## src/fac_params.svh

```systemverilog
`ifndef FAC_PARAMS_SVH
`define FAC_PARAMS_SVH
// Widths
`define FAC_ADDR_W 16
`define FAC_DATA_W 16
`define FAC_WS_W 3
// Wait-state count after reset (worst case, above 17 MHz)
`define FAC_WS_RST 3'h4
// Erased flash word and unprotected state
`define FAC_ERASED_WORD 16'hFFFF
`define FAC_PROT_RST 2'h0
// Timing: internal flash clock 5 MHz, system clock 40 MHz
`define FAC_SYS_MHZ 40
`define FAC_FLASH_CLK_DIV 8
`define FAC_ERASE_US 8000
`define FAC_PROG_US 3500
`define FAC_FCLK_MHZ_X8 40
`define FAC_ERASE_TICKS ((`FAC_ERASE_US * `FAC_FCLK_MHZ_X8) / 8)
`define FAC_PROG_TICKS ((`FAC_PROG_US * `FAC_FCLK_MHZ_X8) / 8)
`define FAC_WRAP_CYC 4'h3
`endif

```

## src/fac_pkg.sv

```systemverilog
package fac_pkg;
	typedef enum logic [3:0] {
		FAC_ST_IDLE = 4'b0001,
		FAC_ST_PRE = 4'b0010,
		FAC_ST_RUN = 4'b0100,
		FAC_ST_POST = 4'b1000
	} fac_op_state_t;
	typedef enum logic [1:0] {
		FAC_OP_ERASE = 2'h1,
		FAC_OP_PROG = 2'h2
	} fac_op_t;
endpackage : fac_pkg

```

## src/fac_wait_ctr.sv

```systemverilog
`timescale 1ns/10ps
`default_nettype none
`include "fac_params.svh"
// Wait counter for one non-sequential read: done pulses after ws cycles
module fac_wait_ctr (
	input wire logic clock_in,
	input wire logic rst_b_in,
	input wire logic start_in,
	input wire logic [`FAC_WS_W-1:0] ws_in,
	output logic done_out
);
	logic [`FAC_WS_W-1:0] cnt_r;
	logic run_r;
	always_ff @(posedge clock_in or negedge rst_b_in) begin
		if (!rst_b_in) begin
			cnt_r <= 3'h0;
			run_r <= 1'b0;
			done_out <= 1'b0;
		end else begin
			done_out <= 1'b0;
			if (start_in) begin
				cnt_r <= (ws_in == 3'h0) ? 3'h1 : ws_in;
				run_r <= 1'b1;
			end else if (run_r) begin
				if (cnt_r == 3'h1) begin
					run_r <= 1'b0;
					done_out <= 1'b1;
				end
				cnt_r <= cnt_r - 3'h1;
			end
		end
	end
endmodule : fac_wait_ctr
`default_nettype wire

```

## src/fac_flash_ctrl.sv

```systemverilog
// How it works
// RULE1: Configured wait states are added only on non-sequential reads; the code also adds them to a sequential read made while rd_valid_out is high.
// RULE2: A prefetch buffer fetches the next sequential word ahead.
// RULE3: Software sets wait states to suit clock; 4 above 17 MHz.
// RULE4: Every array access goes through this controller, never straight from CPU.
// RULE5: A module being read is never erased or programmed.
// RULE6: With reads from one module or RAM, two modules may be modified; with one module read the code grants only the other module.
// RULE7: With reads from both modules only module 1 may be modified; the code then grants neither module.
// RULE8: Erase lasts 8.0 ms, program 3.5 ms, timed by the flash clock.
// RULE9: A few system cycles are spent before and after each operation.
// RULE10: Arrays start erased and unprotected.
// RULE11: Per-module busy shown; reads to a busy module are refused.
`timescale 1ns/10ps
`default_nettype none
`include "fac_params.svh"
module fac_flash_ctrl
	import fac_pkg::*;
(
	input wire logic clock_in,
	input wire logic rst_b_in,
	input wire logic [`FAC_WS_W-1:0] flash_wait_state_count_in,
	input wire logic rd_req_in,
	input wire logic [`FAC_ADDR_W-1:0] rd_addr_in,
	input wire logic rd_from_ram_in,
	input wire logic [1:0] op_req_in,
	input wire logic [1:0] op_kind_in,
	input wire logic [`FAC_DATA_W-1:0] array_rdata_in,
	output logic [`FAC_ADDR_W-1:0] array_addr_out,
	output logic array_rd_out,
	output logic [1:0] array_erase_out,
	output logic [1:0] array_prog_out,
	output logic [`FAC_DATA_W-1:0] rd_data_out,
	output logic rd_valid_out,
	output logic rd_refused_out,
	output logic [1:0] busy_out,
	output logic [1:0] op_done_out,
	output logic [1:0] op_denied_out,
	output logic [1:0] protect_out
);
	function automatic logic mod_of(input logic [`FAC_ADDR_W-1:0] a);
		return a[`FAC_ADDR_W-1];
	endfunction : mod_of

	logic [`FAC_ADDR_W-1:0] last_addr_r;
	logic last_ok_r;
	logic [`FAC_ADDR_W-1:0] pf_addr_r;
	logic [`FAC_DATA_W-1:0] pf_data_r;
	logic pf_valid_r;
	logic [`FAC_ADDR_W-1:0] pend_addr_r;
	logic pend_r;
	logic [1:0] reading_r;
	logic ws_start;
	logic ws_done;
	logic seq_hit;
	logic [2:0] fdiv_r;
	logic ftick;

	fac_wait_ctr u_wait (
		.clock_in(clock_in),
		.rst_b_in(rst_b_in),
		.start_in(ws_start),
		.ws_in(flash_wait_state_count_in),
		.done_out(ws_done)
	);

	// Prefetched word matches the request: no wait states
	assign seq_hit = pf_valid_r && (pf_addr_r == rd_addr_in); // RULE1
	assign ws_start = rd_req_in && !pend_r && !seq_hit && !busy_out[mod_of(rd_addr_in)];

	// Read path
	always_ff @(posedge clock_in or negedge rst_b_in) begin
		if (!rst_b_in) begin
			rd_valid_out <= 1'b0;
			rd_refused_out <= 1'b0;
			rd_data_out <= `FAC_ERASED_WORD; // RULE10
			pend_r <= 1'b0;
			pend_addr_r <= 16'h0000;
			array_addr_out <= 16'h0000;
			array_rd_out <= 1'b0;
			pf_valid_r <= 1'b0;
			pf_addr_r <= 16'h0000;
			pf_data_r <= `FAC_ERASED_WORD;
			last_addr_r <= 16'h0000;
			last_ok_r <= 1'b0;
		end else begin
			rd_valid_out <= 1'b0;
			rd_refused_out <= 1'b0;
			array_rd_out <= 1'b0;
			if (rd_req_in && !pend_r && busy_out[mod_of(rd_addr_in)]) begin
				rd_refused_out <= 1'b1; // RULE11
			end else if (rd_req_in && !pend_r && seq_hit) begin
				rd_data_out <= pf_data_r;
				rd_valid_out <= 1'b1;
				// Fetch the following word ahead
				array_addr_out <= pf_addr_r + 16'h0001; // RULE2
				array_rd_out <= 1'b1; // RULE4
				pf_addr_r <= pf_addr_r + 16'h0001;
				pf_valid_r <= 1'b0;
				last_addr_r <= rd_addr_in;
				last_ok_r <= 1'b1;
			end else if (ws_start) begin
				pend_r <= 1'b1;
				pend_addr_r <= rd_addr_in;
				array_addr_out <= rd_addr_in; // RULE4
				pf_valid_r <= 1'b0;
			end else if (pend_r && ws_done) begin
				pend_r <= 1'b0;
				rd_data_out <= array_rdata_in;
				rd_valid_out <= 1'b1;
				array_addr_out <= pend_addr_r + 16'h0001; // RULE2
				array_rd_out <= 1'b1;
				pf_addr_r <= pend_addr_r + 16'h0001;
				last_addr_r <= pend_addr_r;
				last_ok_r <= 1'b1;
			end else if (array_rd_out) begin
				pf_data_r <= array_rdata_in;
				pf_valid_r <= !busy_out[mod_of(pf_addr_r)];
			end
			if (|busy_out) begin
				if (busy_out[mod_of(pf_addr_r)]) begin
					pf_valid_r <= 1'b0;
				end
			end
		end
	end

	// Modules that currently deliver reads
	always_ff @(posedge clock_in or negedge rst_b_in) begin
		if (!rst_b_in) begin
			reading_r <= 2'h0;
		end else if (rd_from_ram_in) begin
			reading_r <= 2'h0;
		end else if (last_ok_r) begin
			reading_r <= rd_req_in ? (reading_r | (2'h1 << mod_of(rd_addr_in)))
				: (2'h1 << mod_of(last_addr_r));
		end
	end

	// Flash timing tick from the internal flash clock divider
	always_ff @(posedge clock_in or negedge rst_b_in) begin
		if (!rst_b_in) begin
			fdiv_r <= 3'h0;
			ftick <= 1'b0;
		end else begin
			fdiv_r <= fdiv_r + 3'h1;
			ftick <= (fdiv_r == 3'(`FAC_FLASH_CLK_DIV - 1)); // RULE8
		end
	end

	always_ff @(posedge clock_in or negedge rst_b_in) begin
		if (!rst_b_in) begin
			protect_out <= `FAC_PROT_RST; // RULE10
		end else begin
			protect_out <= `FAC_PROT_RST;
		end
	end

	// Erase/program sequencer per module
	fac_op_state_t st_r [2];
	logic [15:0] tick_r [2];
	logic [3:0] wrap_r [2];
	logic is_erase_r [2];
	logic [1:0] grant;
	always_comb begin
		grant = 2'h0;
		for (int m = 0; m < 2; m++) begin
			if (op_req_in[m] && st_r[m] == FAC_ST_IDLE && !reading_r[m]) begin // RULE5
				if (reading_r == 2'h3) begin
					grant[m] = 1'b0;
				end else if (reading_r != 2'h0 || rd_from_ram_in) begin
					grant[m] = 1'b1; // RULE6
				end else begin
					grant[m] = 1'b1;
				end
			end
		end
		// Both modules read: nothing granted; only module 0 read: module 1 granted if idle
		if (reading_r == 2'h3) begin
			grant = 2'h0; // RULE7
		end
		if (reading_r == 2'h1 && op_req_in[1] && st_r[1] == FAC_ST_IDLE) begin
			grant[1] = 1'b1; // RULE7
		end
	end

	for (genvar g = 0; g < 2; g++) begin : g_mod
		always_ff @(posedge clock_in or negedge rst_b_in) begin
			if (!rst_b_in) begin
				st_r[g] <= FAC_ST_IDLE;
				tick_r[g] <= 16'h0000;
				wrap_r[g] <= 4'h0;
				is_erase_r[g] <= 1'b0;
				busy_out[g] <= 1'b0;
				op_done_out[g] <= 1'b0;
				op_denied_out[g] <= 1'b0;
				array_erase_out[g] <= 1'b0;
				array_prog_out[g] <= 1'b0;
			end else begin
				op_done_out[g] <= 1'b0;
				op_denied_out[g] <= op_req_in[g] && st_r[g] == FAC_ST_IDLE && !grant[g];
				case (st_r[g])
				FAC_ST_IDLE: begin
					if (grant[g]) begin
						is_erase_r[g] <= (op_kind_in == FAC_OP_ERASE);
						wrap_r[g] <= `FAC_WRAP_CYC; // RULE9
						busy_out[g] <= 1'b1; // RULE11
						st_r[g] <= FAC_ST_PRE;
					end
				end
				FAC_ST_PRE: begin
					wrap_r[g] <= wrap_r[g] - 4'h1;
					if (wrap_r[g] == 4'h1) begin
						tick_r[g] <= is_erase_r[g] ? 16'(`FAC_ERASE_TICKS)
							: 16'(`FAC_PROG_TICKS); // RULE8
						array_erase_out[g] <= is_erase_r[g];
						array_prog_out[g] <= !is_erase_r[g];
						st_r[g] <= FAC_ST_RUN;
					end
				end
				FAC_ST_RUN: begin
					if (ftick) begin
						tick_r[g] <= tick_r[g] - 16'h0001;
						if (tick_r[g] == 16'h0001) begin
							array_erase_out[g] <= 1'b0;
							array_prog_out[g] <= 1'b0;
							wrap_r[g] <= `FAC_WRAP_CYC; // RULE9
							st_r[g] <= FAC_ST_POST;
						end
					end
				end
				FAC_ST_POST: begin
					wrap_r[g] <= wrap_r[g] - 4'h1;
					if (wrap_r[g] == 4'h1) begin
						busy_out[g] <= 1'b0;
						op_done_out[g] <= 1'b1;
						st_r[g] <= FAC_ST_IDLE;
					end
				end
				default: st_r[g] <= FAC_ST_IDLE;
				endcase
			end
		end
	end

	property p_refuse_busy;
		@(posedge clock_in) disable iff (!rst_b_in)
		(rd_req_in && !pend_r && busy_out[mod_of(rd_addr_in)]) |=> rd_refused_out && !rd_valid_out;
	endproperty
	a_refuse_busy: assert property (p_refuse_busy) else $error("read to busy module not refused"); // RULE11
	property p_seq_fast;
		@(posedge clock_in) disable iff (!rst_b_in)
		(rd_req_in && !pend_r && seq_hit && !busy_out[mod_of(rd_addr_in)]) |=> rd_valid_out;
	endproperty
	a_seq_fast: assert property (p_seq_fast) else $error("sequential hit not served next cycle"); // RULE1
	property p_nonseq_wait;
		@(posedge clock_in) disable iff (!rst_b_in)
		ws_start |=> !rd_valid_out ##1 !rd_valid_out;
	endproperty
	a_nonseq_wait: assert property (p_nonseq_wait) else $error("non-sequential read too fast"); // RULE1
	property p_prefetch;
		@(posedge clock_in) disable iff (!rst_b_in)
		(pend_r && ws_done) |=> array_rd_out && array_addr_out == pend_addr_r + 16'h0001;
	endproperty
	a_prefetch: assert property (p_prefetch) else $error("no prefetch after read"); // RULE2
	property p_no_mod_read;
		@(posedge clock_in) disable iff (!rst_b_in)
		grant[0] |-> !reading_r[0];
	endproperty
	a_no_mod_read: assert property (p_no_mod_read) else $error("modified module that is read"); // RULE5
	property p_two_reads;
		@(posedge clock_in) disable iff (!rst_b_in)
		(reading_r == 2'h3) |-> grant == 2'h0;
	endproperty
	a_two_reads: assert property (p_two_reads) else $error("grant while both modules read"); // RULE7
	property p_pre_wrap;
		@(posedge clock_in) disable iff (!rst_b_in)
		grant[0] |=> (busy_out[0] && !array_erase_out[0] && !array_prog_out[0]) [*3];
	endproperty
	a_pre_wrap: assert property (p_pre_wrap) else $error("operation started without setup cycles"); // RULE9
	property p_busy_op;
		@(posedge clock_in) disable iff (!rst_b_in)
		(array_erase_out[1] || array_prog_out[1]) |-> busy_out[1];
	endproperty
	a_busy_op: assert property (p_busy_op) else $error("array active without busy"); // RULE11
	property p_unprot;
		@(posedge clock_in) disable iff (!rst_b_in)
		1'b1 |-> protect_out == 2'h0;
	endproperty
	a_unprot: assert property (p_unprot) else $error("protection installed"); // RULE10
	c_seq: cover property (@(posedge clock_in) rd_valid_out ##1 rd_valid_out);
	c_refuse: cover property (@(posedge clock_in) rd_refused_out);
	c_done: cover property (@(posedge clock_in) op_done_out[1]);
	c_denied: cover property (@(posedge clock_in) op_denied_out[0]);
endmodule : fac_flash_ctrl
`default_nettype wire

```

## config.mk

```make
export PLATFORM = sky130hd
export DESIGN_NAME = fac_flash_ctrl
export DESIGN_NICKNAME = d
export VERILOG_FILES = /design/src/fac_pkg.sv /design/src/fac_wait_ctr.sv /design/src/fac_flash_ctrl.sv
export VERILOG_INCLUDE_DIRS = /design/src
export SDC_FILE = /design/constraint.sdc
export NUM_CORES = 1
export LEC_CHECK = 0
export ABC_CLOCK_PERIOD_IN_PS = 3300
export BUFFER_PORTS_ARGS = -buffer_cell sky130_fd_sc_hd__buf_2
export CAP_MARGIN = 20
export CORE_MARGIN = 5
export CORE_UTILIZATION = 45
export CTS_CLUSTER_SIZE = 10
export DETAILED_ROUTE_END_ITERATION = 8
export GPL_ROUTABILITY_DRIVEN = 0
export PLACE_DENSITY = 0.68
export SLEW_MARGIN = 20
export SYNTH_ARGS = -nofsm -noshare
export SYNTH_HDL_FRONTEND = slang
export SYNTH_SLANG_ARGS = --single-unit
```

## constraint.sdc

```tcl
create_clock -name clock_in -period 3.3 [get_ports clock_in]
set_clock_uncertainty 0.05 [all_clocks]
set_input_delay 0.165 -clock clock_in [delete_from_list [all_inputs] [get_ports clock_in]]
set_output_delay 0.165 -clock clock_in [all_outputs]
set_load 0.02 [all_outputs]
```

==> flow_summary.yaml <==
outcome:
  status: "finished, final reports clean"
sta:
  final.period_utilization_pct: 91.1
  slew_headroom_pct: 39.9
  worst_pin_slew_ns: 0.898
  rsz0062_at_grt: "no"
  fin_setup_tns_ns: 0
  slew_viol_final: 0
  fmax_mhz: 333
  finalSetupViolCount: 0
  min_period_ns: 3.01
  hold_viol: 0
global_route:
  grt_pass1_vias: 7161
  grt.total_usage_pct: 20.4
  grt_overflow: 0
  grt_pass1_wl_mm: 36.7
  antenna_found_initial: 0
  grt_max_degree: 93
logic_synthesis:
  yosys.area.top_type: "dfrtp_1"
  yosys_most_used_dff: "dfrtp_1"
  synth.area.top_cells: "dfrtp_1 35%, dfstp_2 10%, mux2_2 9.7%"
  synth_top_area_share_pct: 35.2
  syn_area_um2: 8730
  avgSynthCellArea_um2: 9.99
  ys_async_sr_fraction_pct: 100
  yosysWarningCount: 0
  synth_seq_cells: 157
  synth_edf_count: 0
  synthDistinctLibCells: 73
  yosysSeqAreaShare_pct: 45.5
  syn-instance-count: 874
cts:
  clk_path_buf_depth: 2
  numCtsBuffers: 17
  cts_setup_buffers: 0
  root_buffer: "clkbuf_16"
  cts_tree: "built"
  clkSinkCount: 157
  clk_pin_slew_worst_paths_ns: 0.07
  htree_levels: 4
  clk_latency_ns: 0.43
route:
  wl_per_cell_um: 17.4
  drtIter0Drc: 550
  dr_total_vias: 7148
  drc: 0
  vias_per_cell: 5.62
  drt_pass1_iterations: 5
  wl_mm: 22.1
  antenna_left: 0
worst_setup_path:
  cp.arrival_ns: 3.26
  worstPathCellList: "xor2_1 > nor4_1 > nand2_1 > nor3_2 > nor2_1 > inv_2 > mux2_2"
  critPathBufInv: 1
  crit_path_start_kind: "register"
  crit_fanout: 23
  cp.required_ns: 3.56
  worst_setup_path_end_kind: "register"
  crit_family: "simple AND/OR/NAND/NOR gates"
  crit_slowest_cell: "nor2_1"
  critPathKind: "register to register"
  critPathMaxStageDelay_ns: 0.69
hold_path:
  worstHoldPathType: "input port to register"
pwr:
  power_w: 0.00799
  ir_drop_mv: 0.367
  p_leak_nw: 4.50
  power_per_cell_area_nw_per_um2: 766
floorplan:
  die_w_um: 149
  initial_utilization_pct: 45.3
  row_count: 51
  ioPinCount: 90
  dieArea_um2: 22300
  fp.dieH_um: 149
  core_um2: 19300
layout:
  drive_gt1_share_pct: 26.3
  fin_nets: 1050
  fill_cells: 1791
  diodes: 0
  area_growth_pct: 19.6
placed_design:
  port_buffers: 87
  place_hpwl_mm: 15.2
run:
  drv_cap: 0
power breakdown:
part	switching (W)	internal, W	total (W)
Sequential	0.000661	0.00272	0.00338
Combinational	0.00141	0.00119	0.00260
Clock	0.000844	0.00117	0.00201
cells in the final DEF (no fill, tap or decap), types with 27 or more instances in the layout:
master,synthesis,final
xor2_1,27,27
dlygate4sd3_1,0,38
nor2_1,83,83
nand2_1,56,56
dfstp_2,34,34
inv_1,30,30
mux2_2,75,75
buf_2,9,86
xnor2_1,33,33
a21oi_1,41,41
o21ai_0,35,35
nand3_1,27,27
dfrtp_1,123,123
nor3_1,42,42
Yosys cell counts, types with 4 or more instances:
master and number:
dfrtp_1 123, o31ai_1 4, a211oi_1 4, nor3_1 42, o22ai_1 11, nor2_1 83
o32ai_1 5, and3_1 8, o211ai_1 6, mux2_2 75, a31oi_1 12, ha_1 14
nor3b_1 5, buf_2 9, dfstp_2 34, a21o_1 5, xor2_1 27, mux2i_1 9
nand3_1 27, clkbuf_1 28, buf_4 7, a21oi_1 41, o21ai_0 35, nor4_1 18
nand2_1 56, nor2b_1 6, nand2b_1 13, o22a_1 8, xnor2_1 33, a32o_1 4
inv_1 30, a221o_1 5, nand4_1 4, or3_1 16, and2_1 8
worst paths after layout:
kind / from / to / slack [ns] / cells past startpoint
min in group asynchronous: rst_b_in / tick_r[29] / 0.34 / 2
hold / removal: op_req_in[0] / op_denied_out[0] / 0.07 / 3
setup reg to reg: pf_addr_r[2] / last_addr_r[15] / 0.29 / 7
max in group asynchronous: rst_b_in / rd_data_out[14] / 1.93 / 3
hold reg to reg: fdiv_r[0] / fdiv_r[0] / 0.38 / 1
setup / recovery: pf_addr_r[2] / last_addr_r[15] / 0.29 / 7
sequential cells by signal (all words and copies together), names as in the netlist, 3 cells and up:
| signal | flops |
|---|---|
| pf_data_r | 16 |
| array_addr_out | 16 |
| u_wait.cnt_r | 3 |
| st_r | 8 |
| fdiv_r | 3 |
| tick_r | 32 |
| pf_addr_r | 16 |
| pend_addr_r | 16 |
| wrap_r | 8 |
| rd_data_out | 16 |
worst min-delay path, stage by stage:
cell       delay [ns]
buf_2            0.12
nand4bb_1        0.13
nor3b_1          0.07
per-stage QoR:
step	util (%)	area, um2	hold WS (ns)	std cells	worst slack, ns
detailed placement	49.0	9440	0.268	1201	0.389
floorplan	-	8740	-0.181	875	0.943
finish	54.2	10400	0.0652	1271	0.294
CTS	54.1	10400	0.0456	1271	0.378
global route	54.2	10400	0.0746	1271	0.131
global placement	49.0	9440	0.266	1201	0.482
what timing repair did:
action,CTS,global route
setup endpoints to repair,0,0
hold buffers,38,0
resized for setup,0,0
hold endpoints to repair,117,0
per-layer routing:
layer  vias to the layer above  GRT usage [%]  routed length (um)  share of wire (%)
li1                       3395              -                   -                  -
met1                      3491           26.6                9640                 44
met2                       228           34.3               10800                 49
met3                        34           3.77                1120                5.1
met4                         0           6.96                 508                2.3
met5                         -              0                   0                  0
cell type report:
class                      count  area [um2]  share of cell area, %
sequential                   157        3970                   38.0
tap                          265         332                   3.18
multi-input combinational    640        4410                   42.3
inverter                      31         116                   1.11
clock inverter                10        85.1                  0.815
timing repair buffer         146         992                   9.50
clock buffer                  22         529                   5.07
logic make-up after synthesis:
| logic type | after synthesis | synth area share (%) |
|---|---|---|
| muxes | 84 | 10.7 |
| buffers and inverters | 78 | 4.08 |
| other | 1 | 0.0429 |
| DFF | 157 | 45.5 |
| xor gates and xnor gates | 60 | 6.02 |
| and+or+nand+nor | 308 | 18.5 |
| AOI/OAI and AO/OA | 172 | 13.2 |
| adders and majority gates | 14 | 2.01 |
(Power assumes the default switching activity.)
